[src/logic/tsc_map.svh]
// register offsets, field positions, codes and reset values
`ifndef TSC_MAP_SVH
`define TSC_MAP_SVH

// ------------------------------------------------------------
// register offsets
// ------------------------------------------------------------
`define TSC_OFF_CTRL       32'h0000_0000
`define TSC_OFF_STATUS     32'h0000_0004

// ------------------------------------------------------------
// control fields
// ------------------------------------------------------------
`define TSC_CTRL_SOFT_RST  0
`define TSC_CTRL_CUR_LO    1
`define TSC_CTRL_CUR_HI    2
`define TSC_CTRL_CUR_RST   2'h1

// ------------------------------------------------------------
// status fields
// ------------------------------------------------------------
`define TSC_ST_ROLE_LO     0
`define TSC_ST_ROLE_HI     2
`define TSC_ST_SER_EN      3
`define TSC_ST_SER_ADR_LO  4
`define TSC_ST_SER_ADR_HI  10
`define TSC_ST_CUR_LO      11
`define TSC_ST_CUR_HI      12
`define TSC_ST_SRC_ATT     13
`define TSC_ST_SNK_ATT     14
`define TSC_ST_FLIPPED     15
`define TSC_ST_SW_ACT      16
`define TSC_ST_CC_RUN      17
`define TSC_ST_DIR_PIN     18
`define TSC_ST_ATT_PIN     19

// ------------------------------------------------------------
// tri-level strap codes
// ------------------------------------------------------------
`define TSC_LVL_LOW        2'h0
`define TSC_LVL_OPEN       2'h1
`define TSC_LVL_HIGH       2'h2

// ------------------------------------------------------------
// advertised current codes
// ------------------------------------------------------------
`define TSC_CUR_NONE       2'h0
`define TSC_CUR_DEF        2'h1
`define TSC_CUR_MID        2'h2
`define TSC_CUR_HIGH       2'h3

// ------------------------------------------------------------
// serial interface addresses and bus responses
// ------------------------------------------------------------
`define TSC_SER_ADR_HIGH   7'h67
`define TSC_SER_ADR_LOW    7'h47
`define TSC_SER_ADR_NONE   7'h00
`define TSC_RESP_OKAY      2'h0
`define TSC_RESP_SLVERR    2'h2
`define TSC_DATA_ZERO      32'h0000_0000

`endif

[src/logic/tsc_pkg.sv]
// types shared by the strap configuration block
package tsc_pkg;

	typedef logic [1:0] tsc_level_t;

	typedef enum logic [2:0] {
		TSC_ROLE_DFP = 3'h1,
		TSC_ROLE_DRP = 3'h2,
		TSC_ROLE_UFP = 3'h4
	} tsc_role_e;

	typedef enum logic [2:0] {
		TSC_ST_OFF    = 3'h1,
		TSC_ST_SAMPLE = 3'h2,
		TSC_ST_RUN    = 3'h4
	} tsc_state_e;

endpackage : tsc_pkg

[src/logic/tsc_strap_if.sv]
// strap sampling link between top and latch
`timescale 1ns/1ps
interface tsc_strap_if;
	logic               sample;
	tsc_pkg::tsc_level_t level_in;
	tsc_pkg::tsc_level_t held;

	modport owner (output sample, output level_in, input held);
	modport latch (input sample, input level_in, output held);
endinterface : tsc_strap_if

[src/logic/tsc_strap_latch.sv]
// holds one strap level between sampling events
`timescale 1ns/1ps
`include "tsc_map.svh"
module tsc_strap_latch (
	input  wire logic aclk,    // system clock
	input  wire logic aresetn, // sync reset, active low
	tsc_strap_if.latch s       // sample strobe and levels
);
	import tsc_pkg::*;

	tsc_level_t held_q;

	always_ff @(posedge aclk) begin
		if (!aresetn) begin
			held_q <= `TSC_LVL_OPEN;
		end else if (s.sample) begin
			held_q <= s.level_in;
		end
	end

	assign s.held = held_q;
endmodule : tsc_strap_latch

[src/logic/tsc_top.sv]
// strap sampling, role decode and control for the type-c port
//
// Added by the designer: the register offsets and the AXI4-Lite register port.
`timescale 1ns/1ps
`include "tsc_map.svh"

module tsc_top (
	input  wire logic                aclk,                // clock
	input  wire logic                aresetn,             // sync reset
	input  wire logic [31:0]         s_axi_awaddr,        // write addr
	input  wire logic                s_axi_awvalid,       // write addr valid
	output logic                     s_axi_awready,       // write addr ready
	input  wire logic [31:0]         s_axi_wdata,         // write data
	input  wire logic [3:0]          s_axi_wstrb,         // byte enables
	input  wire logic                s_axi_wvalid,        // write data valid
	output logic                     s_axi_wready,        // write data ready
	output logic [1:0]               s_axi_bresp,         // write response
	output logic                     s_axi_bvalid,        // response valid
	input  wire logic                s_axi_bready,        // response ready
	input  wire logic [31:0]         s_axi_araddr,        // read addr
	input  wire logic                s_axi_arvalid,       // read addr valid
	output logic                     s_axi_arready,       // read addr ready
	output logic [31:0]              s_axi_rdata,         // read data
	output logic [1:0]               s_axi_rresp,         // read response
	output logic                     s_axi_rvalid,        // read valid
	input  wire logic                s_axi_rready,        // read ready
	input  wire tsc_pkg::tsc_level_t port_role_strap,     // role strap
	input  wire tsc_pkg::tsc_level_t current_strap,       // current strap
	input  wire tsc_pkg::tsc_level_t addr_strap,          // address strap
	input  wire logic                config_channel_enable_low, // cc enable
	input  wire logic                main_supply,         // supply present
	input  wire logic                switch_enable_low,   // switch enable
	input  wire logic                bus_power_sense,     // bus power seen
	input  wire logic                cc_attached,         // cc sees partner
	input  wire logic                cc_flipped,          // cc2 orientation
	input  wire logic                cc_drp_as_source,    // dual role as src
	input  wire logic                dir_i,               // orientation pin
	output logic                     dir_o,               // orientation drive
	output logic                     dir_oe,              // orientation oe
	input  wire logic                attach_indicator_in, // attach pin
	output logic                     attach_indicator_out, // attach drive
	output logic                     attach_indicator_oe, // attach oe
	output logic                     switch_active,       // switch running
	output logic                     cc_run,              // cc running
	output tsc_pkg::tsc_role_e       port_role,           // latched role
	output logic [1:0]               adv_current,         // advertised current
	output logic                     sink_attached,       // sink attached
	output logic                     serial_if_enable,    // serial enabled
	output logic [6:0]               serial_if_address    // serial address
);
	import tsc_pkg::*;

	// ------------------------------------------------------------
	// helpers
	// ------------------------------------------------------------
	function automatic tsc_level_t fix_level(input tsc_level_t lvl);
		fix_level = (lvl == `TSC_LVL_LOW || lvl == `TSC_LVL_HIGH) ?
			lvl : `TSC_LVL_OPEN;
	endfunction : fix_level

	// ------------------------------------------------------------
	// declarations
	// ------------------------------------------------------------
	tsc_state_e  state_q;
	tsc_state_e  state_d;
	logic        cc_on;
	logic        soft_rst_q;
	logic [1:0]  sw_cur_q;
	tsc_role_e   role_d;
	logic        acting_source;
	logic        gpio_mode;
	logic [1:0]  cur_d;
	logic        aw_hold_q;
	logic [31:0] aw_addr_q;
	logic        w_hold_q;
	logic [31:0] w_data_q;
	logic [3:0]  w_strb_q;
	logic        bvalid_q;
	logic [1:0]  bresp_q;
	logic        rvalid_q;
	logic [1:0]  rresp_q;
	logic [31:0] rdata_q;
	logic        wr_do;
	logic [31:0] status_w;

	tsc_strap_if role_if ();
	tsc_strap_if addr_if ();

	// ------------------------------------------------------------
	// sampling sequence
	// ------------------------------------------------------------
	// enable active low
	assign cc_on = !config_channel_enable_low && main_supply;

	always_comb begin
		state_d = state_q;
		case (state_q)
			TSC_ST_OFF: begin
				if (cc_on) begin
					state_d = TSC_ST_SAMPLE;
				end
			end
			TSC_ST_SAMPLE: begin
				state_d = cc_on ? TSC_ST_RUN : TSC_ST_OFF;
			end
			TSC_ST_RUN: begin
				if (!cc_on) begin
					state_d = TSC_ST_OFF;
				end else if (soft_rst_q) begin
					state_d = TSC_ST_SAMPLE;
				end
			end
			default: begin
				state_d = TSC_ST_OFF;
			end
		endcase
	end

	always_ff @(posedge aclk) begin
		if (!aresetn) begin
			state_q <= TSC_ST_OFF;
		end else begin
			state_q <= state_d;
		end
	end

	assign role_if.sample   = (state_q == TSC_ST_SAMPLE);
	assign role_if.level_in = fix_level(port_role_strap);
	assign addr_if.sample   = (state_q == TSC_ST_SAMPLE);
	assign addr_if.level_in = fix_level(addr_strap);

	tsc_strap_latch u_role_latch (
		.aclk    (aclk),
		.aresetn (aresetn),
		.s       (role_if.latch)
	);

	tsc_strap_latch u_addr_latch (
		.aclk    (aclk),
		.aresetn (aresetn),
		.s       (addr_if.latch)
	);

	// ------------------------------------------------------------
	// decode
	// ------------------------------------------------------------
	always_comb begin
		case (role_if.held)
			`TSC_LVL_HIGH: role_d = TSC_ROLE_DFP;
			`TSC_LVL_LOW:  role_d = TSC_ROLE_UFP;
			default:       role_d = TSC_ROLE_DRP;
		endcase
	end

	assign acting_source = (role_d == TSC_ROLE_DFP) ||
		((role_d == TSC_ROLE_DRP) && cc_drp_as_source);
	assign gpio_mode = (addr_if.held == `TSC_LVL_OPEN);

	always_comb begin
		cur_d = `TSC_CUR_NONE;
		if (state_q == TSC_ST_RUN && acting_source) begin
			if (gpio_mode) begin
				case (fix_level(current_strap))
					`TSC_LVL_HIGH: cur_d = `TSC_CUR_HIGH;
					`TSC_LVL_OPEN: cur_d = `TSC_CUR_MID;
					default:       cur_d = `TSC_CUR_DEF;
				endcase
			end else begin
				cur_d = sw_cur_q;
			end
		end
	end

	// ------------------------------------------------------------
	// outputs
	// ------------------------------------------------------------
	always_ff @(posedge aclk) begin
		if (!aresetn) begin
			port_role            <= TSC_ROLE_DRP;
			adv_current          <= `TSC_CUR_NONE;
			cc_run               <= 1'b0;
			switch_active        <= 1'b0;
			sink_attached        <= 1'b0;
			serial_if_enable     <= 1'b0;
			serial_if_address    <= `TSC_SER_ADR_NONE;
			dir_o                <= 1'b0;
			dir_oe               <= 1'b0;
			attach_indicator_out <= 1'b0;
			attach_indicator_oe  <= 1'b0;
		end else begin
			port_role     <= role_d;
			adv_current   <= cur_d;
			cc_run        <= (state_q == TSC_ST_RUN);
			switch_active <= !switch_enable_low;
			sink_attached <= (state_q == TSC_ST_RUN) && !acting_source &&
				bus_power_sense;
			case (addr_if.held)
				`TSC_LVL_HIGH: begin
					serial_if_enable  <= 1'b1;
					serial_if_address <= `TSC_SER_ADR_HIGH;
				end
				`TSC_LVL_LOW: begin
					serial_if_enable  <= 1'b1;
					serial_if_address <= `TSC_SER_ADR_LOW;
				end
				default: begin
					serial_if_enable  <= 1'b0;
					serial_if_address <= `TSC_SER_ADR_NONE;
				end
			endcase
			dir_o  <= 1'b0;
			dir_oe <= (state_q == TSC_ST_RUN) && cc_attached && cc_flipped;
			attach_indicator_out <= 1'b0;
			attach_indicator_oe  <= (state_q == TSC_ST_RUN) && cc_attached &&
				acting_source;
		end
	end

	// ------------------------------------------------------------
	// register bus, write side
	// ------------------------------------------------------------
	assign s_axi_awready = !aw_hold_q && !bvalid_q;
	assign s_axi_wready  = !w_hold_q && !bvalid_q;
	assign wr_do         = aw_hold_q && w_hold_q && !bvalid_q;
	assign s_axi_bvalid  = bvalid_q;
	assign s_axi_bresp   = bresp_q;

	always_ff @(posedge aclk) begin
		if (!aresetn) begin
			aw_hold_q <= 1'b0;
			aw_addr_q <= `TSC_DATA_ZERO;
		end else if (s_axi_awvalid && s_axi_awready) begin
			aw_hold_q <= 1'b1;
			aw_addr_q <= s_axi_awaddr;
		end else if (wr_do) begin
			aw_hold_q <= 1'b0;
		end
	end

	always_ff @(posedge aclk) begin
		if (!aresetn) begin
			w_hold_q <= 1'b0;
			w_data_q <= `TSC_DATA_ZERO;
			w_strb_q <= 4'h0;
		end else if (s_axi_wvalid && s_axi_wready) begin
			w_hold_q <= 1'b1;
			w_data_q <= s_axi_wdata;
			w_strb_q <= s_axi_wstrb;
		end else if (wr_do) begin
			w_hold_q <= 1'b0;
		end
	end

	always_ff @(posedge aclk) begin
		if (!aresetn) begin
			bvalid_q <= 1'b0;
			bresp_q  <= `TSC_RESP_OKAY;
		end else if (wr_do) begin
			bvalid_q <= 1'b1;
			bresp_q  <= (aw_addr_q == `TSC_OFF_CTRL ||
				aw_addr_q == `TSC_OFF_STATUS) ?
				`TSC_RESP_OKAY : `TSC_RESP_SLVERR;
		end else if (s_axi_bready) begin
			bvalid_q <= 1'b0;
		end
	end

	// control register and soft reset strobe
	always_ff @(posedge aclk) begin
		if (!aresetn) begin
			soft_rst_q <= 1'b0;
			sw_cur_q   <= `TSC_CTRL_CUR_RST;
		end else begin
			soft_rst_q <= 1'b0;
			if (wr_do && aw_addr_q == `TSC_OFF_CTRL && w_strb_q[0]) begin
				soft_rst_q <= w_data_q[`TSC_CTRL_SOFT_RST];
				sw_cur_q   <= w_data_q[`TSC_CTRL_CUR_HI:`TSC_CTRL_CUR_LO];
			end
		end
	end

	// ------------------------------------------------------------
	// register bus, read side
	// ------------------------------------------------------------
	always_comb begin
		status_w = `TSC_DATA_ZERO;
		status_w[`TSC_ST_ROLE_HI:`TSC_ST_ROLE_LO]     = port_role;
		status_w[`TSC_ST_SER_EN]                      = serial_if_enable;
		status_w[`TSC_ST_SER_ADR_HI:`TSC_ST_SER_ADR_LO] = serial_if_address;
		status_w[`TSC_ST_CUR_HI:`TSC_ST_CUR_LO]       = adv_current;
		status_w[`TSC_ST_SRC_ATT]                     = attach_indicator_oe;
		status_w[`TSC_ST_SNK_ATT]                     = sink_attached;
		status_w[`TSC_ST_FLIPPED]                     = dir_oe;
		status_w[`TSC_ST_SW_ACT]                      = switch_active;
		status_w[`TSC_ST_CC_RUN]                      = cc_run;
		status_w[`TSC_ST_DIR_PIN]                     = dir_i;
		status_w[`TSC_ST_ATT_PIN]                     = attach_indicator_in;
	end

	assign s_axi_arready = !rvalid_q;
	assign s_axi_rvalid  = rvalid_q;
	assign s_axi_rresp   = rresp_q;
	assign s_axi_rdata   = rdata_q;

	always_ff @(posedge aclk) begin
		if (!aresetn) begin
			rvalid_q <= 1'b0;
			rresp_q  <= `TSC_RESP_OKAY;
			rdata_q  <= `TSC_DATA_ZERO;
		end else if (s_axi_arvalid && s_axi_arready) begin
			rvalid_q <= 1'b1;
			rresp_q  <= `TSC_RESP_OKAY;
			rdata_q  <= `TSC_DATA_ZERO;
			if (s_axi_araddr == `TSC_OFF_CTRL) begin
				rdata_q[`TSC_CTRL_CUR_HI:`TSC_CTRL_CUR_LO] <= sw_cur_q;
			end else if (s_axi_araddr == `TSC_OFF_STATUS) begin
				rdata_q <= status_w;
			end else begin
				rresp_q <= `TSC_RESP_SLVERR;
			end
		end else if (s_axi_rready) begin
			rvalid_q <= 1'b0;
		end
	end
endmodule : tsc_top

[config.mk]
export PLATFORM = sky130hd
export DESIGN_NAME = tsc_top
export DESIGN_NICKNAME = d
export VERILOG_FILES = /design/src/logic/tsc_pkg.sv /design/src/logic/tsc_strap_if.sv /design/src/logic/tsc_strap_latch.sv /design/src/logic/tsc_top.sv
export VERILOG_INCLUDE_DIRS = /design/src /design/src/logic
export SDC_FILE = /design/constraint.sdc
export NUM_CORES = 1
export LEC_CHECK = 0
export BUFFER_PORTS_ARGS = -buffer_cell sky130_fd_sc_hd__buf_2
export CELL_PAD_IN_SITES_DETAIL_PLACEMENT = 1
export CELL_PAD_IN_SITES_GLOBAL_PLACEMENT = 2
export CORE_MARGIN = 4
export CORE_UTILIZATION = 24
export DETAILED_ROUTE_END_ITERATION = 16
export PLACE_DENSITY_LB_ADDON = 0.1
export SETUP_SLACK_MARGIN = 0.4
export SYNTH_ARGS = -nofsm -noshare
export SYNTH_HDL_FRONTEND = slang
export SYNTH_HIERARCHICAL = 1
export SYNTH_SLANG_ARGS = --single-unit
[constraint.sdc]
create_clock -name aclk -period 1.9 [get_ports aclk]
set_input_delay 0.095 -clock aclk [delete_from_list [all_inputs] [get_ports aclk]]
set_output_delay 0.095 -clock aclk [all_outputs]
set_load 0.01 [all_outputs]
; ---- Word level (Yosys, flattened, before mapping)
; Index checks and enable logic that the tools add are counted.
[word_totals]
input_bits = 122
reg_bits = 104
[op_classes]
eq_ne = 17
mux = 27
reduce_logical = 44
[ops]
columns = op, count
row1 = "32-bit by 3-bit == test with 1-bit output, second input constant", 2
row2 = 32-bit zero test, 2
row3 = 29-bit two-way mux, 1
row4 = 20-bit two-way mux, 1
row5 = 1-bit logical AND, 17
row6 = 2-bit two-way mux, 8
row7 = 7-bit one-hot mux with 2 select lines, 1
row8 = "2-bit == test, second input constant", 6
row9 = 3-bit two-way mux, 4
row10 = 2-bit zero test, 5
row11 = 1-bit two-way mux, 9
row12 = 3-bit one-hot mux with 3 select lines, 1
row13 = 2-bit nonzero test, 4
row14 = 1-bit zero test, 7
row15 = "3-bit by 1-bit == test with 1-bit output, second input constant", 2
row16 = "3-bit by 2-bit == test with 1-bit output, second input constant", 2
row17 = 3-bit one-hot mux with 2 select lines, 1
row18 = 2-bit AND reduction, 3
row19 = 1-bit logical OR, 5
row20 = "2-bit by 1-bit == test with 1-bit output, second input constant", 2
row21 = 2-bit one-hot mux with 2 select lines, 1
row22 = "3-bit == test, second input constant", 1
row23 = "3-bit inequality test, second input constant", 1
row24 = "2-bit inequality test, second input constant", 1
row25 = 2-bit OR reduction, 1

; ---- Logic depth before layout (Yosys ltp)
[depth]
word_depth = 8
depth_mapped = 6

; ---- Hierarchy
; The synthesis kept the hierarchy.
[modules_own_cells]
columns = mod, n_inst, cells_each, seq_area_each_um2, area_each_um2
row1 = tsc_top, 1, 379, 1481.4, 3313.2
row2 = tsc_strap_latch, 2, 6, 40.0, 70.1

; ---- Least setup slack after synthesis
; OpenSTA, ideal clock, no wires.
[synth_timing]
kind = reg2reg
startpoint = reg aw_addr_q[14]
endpoint = reg sw_cur_q[0]
stages_incl_launch_ff = 5
period_less_slack_ps = 1356
required_ps = 1828
path_slack_ps = 544
t_arrival_ps = 1284
n_path_buf = 0
cell_sequence = dfxtp_1 -> nor4_1 -> nand4_1 -> nor4_4 -> mux2i_1
[synth_between]
elab_chain_len = 3
[synth_lines]
columns = item, line_no
row1 = "start, declared", tsc_top.sv:74  ; logic [31:0] aw_addr_q;
row2 = "start signal, assigned", tsc_top.sv:231  ; aw_addr_q <= `TSC_DATA_ZERO;
row3 = "start signal, assigned", tsc_top.sv:234  ; aw_addr_q <= s_axi_awaddr;
row4 = 32-bit zero test (no source line), n/a
row5 = 1-bit logical AND (no source line), n/a
row6 = 1-bit logical AND, tsc_top.sv:275  ; if (wr_do && aw_addr_q == `TSC_OFF_CTRL && w_strb_q[0]) begin
row7 = "end signal, assigned", tsc_top.sv:272  ; sw_cur_q <= `TSC_CTRL_CUR_RST;
row8 = "end signal, assigned", tsc_top.sv:277  ; sw_cur_q <= w_data_q[`TSC_CTRL_CUR_HI:`TSC_CTRL_CUR_LO];
row9 = "end, declared", tsc_top.sv:68  ; logic [1:0] sw_cur_q;
; Every way passes these cells.
; A chain may end at the register's enable or synchronous reset.

; ---- Worst setup path after layout
[layout_timing]
startpoint = reg aw_addr_q[17]
endpoint = reg sw_cur_q[1]
; The elaborated chain is that of the path after synthesis.

==> summary.md <==
| Metric | Value |
|---|---|
| Req. time, crit path | `2.16 ns` |
| Hold WC Path Type | `in -> reg` |
| Starting Density | `0.247` |
| Hold Fails Final Rpt | `0` |
| Die H | `128 µm` |
| IO Count | `183` |
| Post-Syn Instances | `391` |
| Count leader, synth | `nand2_1` |
| Largest net degree at the start of global routing | `70` |
| Post-Synth Adder-Cell Area | `0` |
| Number of H-tree levels | `3` |
| CP Max Fanout | `3` |
| DRC Markers | `0` |
| Clock Path Buffers | `2` |
| GRT overflow | `0` |
| Busiest metal layer after global routing | `met2` |
| Setup_tns | `0 ns` |
| Post-synthesis mux area share | `0.0417` |
| Synthesis Warnings | `6` |
| Status | `complete, no violations` |
| Max_cap viols | `0` |
| Least-Margin Pin Slew | `0.645 ns` |
| Core footprint | `roughly 0.014 mm²` |
| Library cells used by synthesis | `39` |
| Worst-path clk slew | `0.05 ns` |
| Cts bufs inserted | `9` |
| Layout cells sized above 1 | `0.320` |
| Met2 Use GR | `0.216` |
| Die Area | `0.0164 mm²` |
| Critical path class | `reg -> reg` |
| Overall power | `between 3 and 4 mW` |
| Num rows | `43` |
| RSZ-0062 raised after global routing | `yes` |
| Post-Synth XOR/XNOR Area | `0` |
| Yosys top cell by area | `dfxtp_1` |
| Post-synth top area share | `0.452` |
| Half-perimeter wire length after placement | `7.31 mm` |
| Die W | `128 µm` |
| Clk sinks | `78` |
| Initial antenna violation count | `0` |
| Main combinational cell family by area after synthesis | `simple AND/OR/NAND/NOR gates` |
| FFs w/ async S/R, synth | `0` |
| Power density over the cells | `820 mW/mm²` |
| Layout net count | `653` |
| Met3 usage | `0.0454` |
| Antenna diodes | `0` |
| Final GP Congestion | `0.707` |
| Worst slew margin | `0.570` |
| Port Buffers | `130` |
| Drt pass-1 iters | `3` |
| Vias in the first global route | `about 3200` |
| Largest cells by area after synthesis | `dfxtp_1, a21boi_1, nand2_1, buf_4, mux2i_1` |
| Met1 Track Usage GR | `0.143` |
| Register bit count reported by yosys | `78` |
| Tmin final | `1.55 ns` |
| Avg WL per Cell | `14.2 µm` |
| EDFF count, synth | `0` |
| First-pass GRT wire length | `15.8 mm` |
| Via/cell ratio | `4.31` |
| Final Skew | `0.00358 ns` |
| Number of setup buffers added after CTS | `0` |
| Hold Slack | `between 0.008 and 0.009 ns` |
| Startpoint Class | `flip-flop` |
| Most instantiated cells after synthesis | `nand2_1, dfxtp_1, a21boi_1, buf_4` |
| Lkg Pwr | `about 2.1 nW` |
| Slew Viols, Final | `0` |
| Max Freq | `647 MHz` |
| Tcrit/Tclk final | `0.813` |
| Area Overhead vs Synth | `36.3%` |
| Mean Syn Cell Area | `8.83 µm²` |
| Worst Setup End Kind | `flip-flop` |
| Mapped Area | `0.00345 mm²` |
| Simple-gate share of the synthesized area | `0.269` |
| Top FF cell, synth | `dfxtp_1` |
| First DRT Iteration DRCs | `69` |
| Clk root buf | `clkbuf_16` |
| Final setup viols | `0` |
| Peak VDD IR | `roughly 0.43 mV` |
| Final ANT Viol Nets | `0` |
| Worst skew pair latency | `0.33 ns` |
| Via count | `3083` |
| Seq/Total Area, Yosys | `0.452` |
| Compound-Gate Fraction of Synth Area | `0.126` |
| Critical path arrival | `approximately 1.8 ns` |
| Final WL | `10.2 mm` |
| Gr usage total | `0.124` |
| CTS tree | `yes` |
sequential cells by signal, indices dropped and copies added, names as in the netlist, 2 cells and up:
signal	count
u_addr_latch/s.held	2
u_role_latch/s.held	2
adv_current	2
aw_addr_q	32
port_role	3
s_axi_rdata	14
sw_cur_q	2
w_data_q	3
state_q	3
timing repair:
| action | 4_1_cts | 5_1_grt |
|---|---|---|
| endpoints found under the hold margin | 26 | 0 |
| resized for setup | 3 | 6 |
| endpoints found under the setup margin | 4 | 38 |
| pin swaps | 2 | 2 |
| hold buffers | 26 | 0 |
| cloned | 0 | 1 |
final timing paths:
path                          start               end  depth (start not counted)  slack, ns
max                   aw_addr_q[17]       sw_cur_q[1]                          5       0.35
min                s_axi_awaddr[16]     aw_addr_q[16]                          3      0.008
max reg2reg           aw_addr_q[17]       sw_cur_q[1]                          5       0.35
min reg2reg  u_addr_latch/s.held[0]  serial_if_enable                          1       0.44
metrics by stage:
stage | area [µm²] | setup WS (ns) | utilization | std cells
2_1_floorplan | 3520 | 0.544 | - | 410
5_1_grt | 4710 | 0.166 | 0.336 | 715
3_5_place_dp | 4110 | 0.111 | 0.294 | 673
4_1_cts | 4680 | 0.283 | 0.334 | 714
3_3_place_gp | 4110 | 0.180 | 0.294 | 673
6_report | 4710 | 0.355 | 0.336 | 715
cells in the final DEF, fill, tap and decap left out, drive strengths merged, types with 11 or more instances in the layout:
cell type and count:
nand4 15, dlygate4sd3 26, mux2i 11, and2 15
dfxtp 78, conb 20, a21boi 47, buf 136
nand2 87, nor4 13, nor2b 15, nor2 14
clkbuf 15
cell type report:
type | count | area (µm²)
flip-flops and latches | 78 | 1560
repair buffers | 162 | 985
multi-input cells | 275 | 1630
clock buffers | 15 | 288
inverters | 5 | 18.8
well taps | 180 | 225
fillers | 1688 | 9280
routing by layer:
metal  share of wire  vias to the layer above
met5               0                        -
met3           0.074                        8
li1                -                     1538
met2            0.48                      104
met4           0.010                        0
met1            0.43                     1433
power breakdown:
part	switching, mW	internal (mW)	leakage [nW]	total [mW]
registers	0.0421	1.70	0.636	1.74
clock network	0.628	1.02	0.142	1.65
logic	0.235	0.231	1.31	0.466
cell families after synthesis:
| kind of cell | count (synthesis) |
|---|---|
| buf+inv | 58 |
| simple gates | 180 |
| mux | 14 |
| flops | 78 |
| other cells | 1 |
| compound gates | 60 |
worst max-delay path, stage by stage, from the launching register on:
cell	delay (ns)
dfxtp_2	0.33
nor4_4	0.28
buf_4	0.15
nand4_1	0.19
nor4_4	0.31
mux2i_1	0.22
No activity file was read; power rests on OpenSTA's default activity.
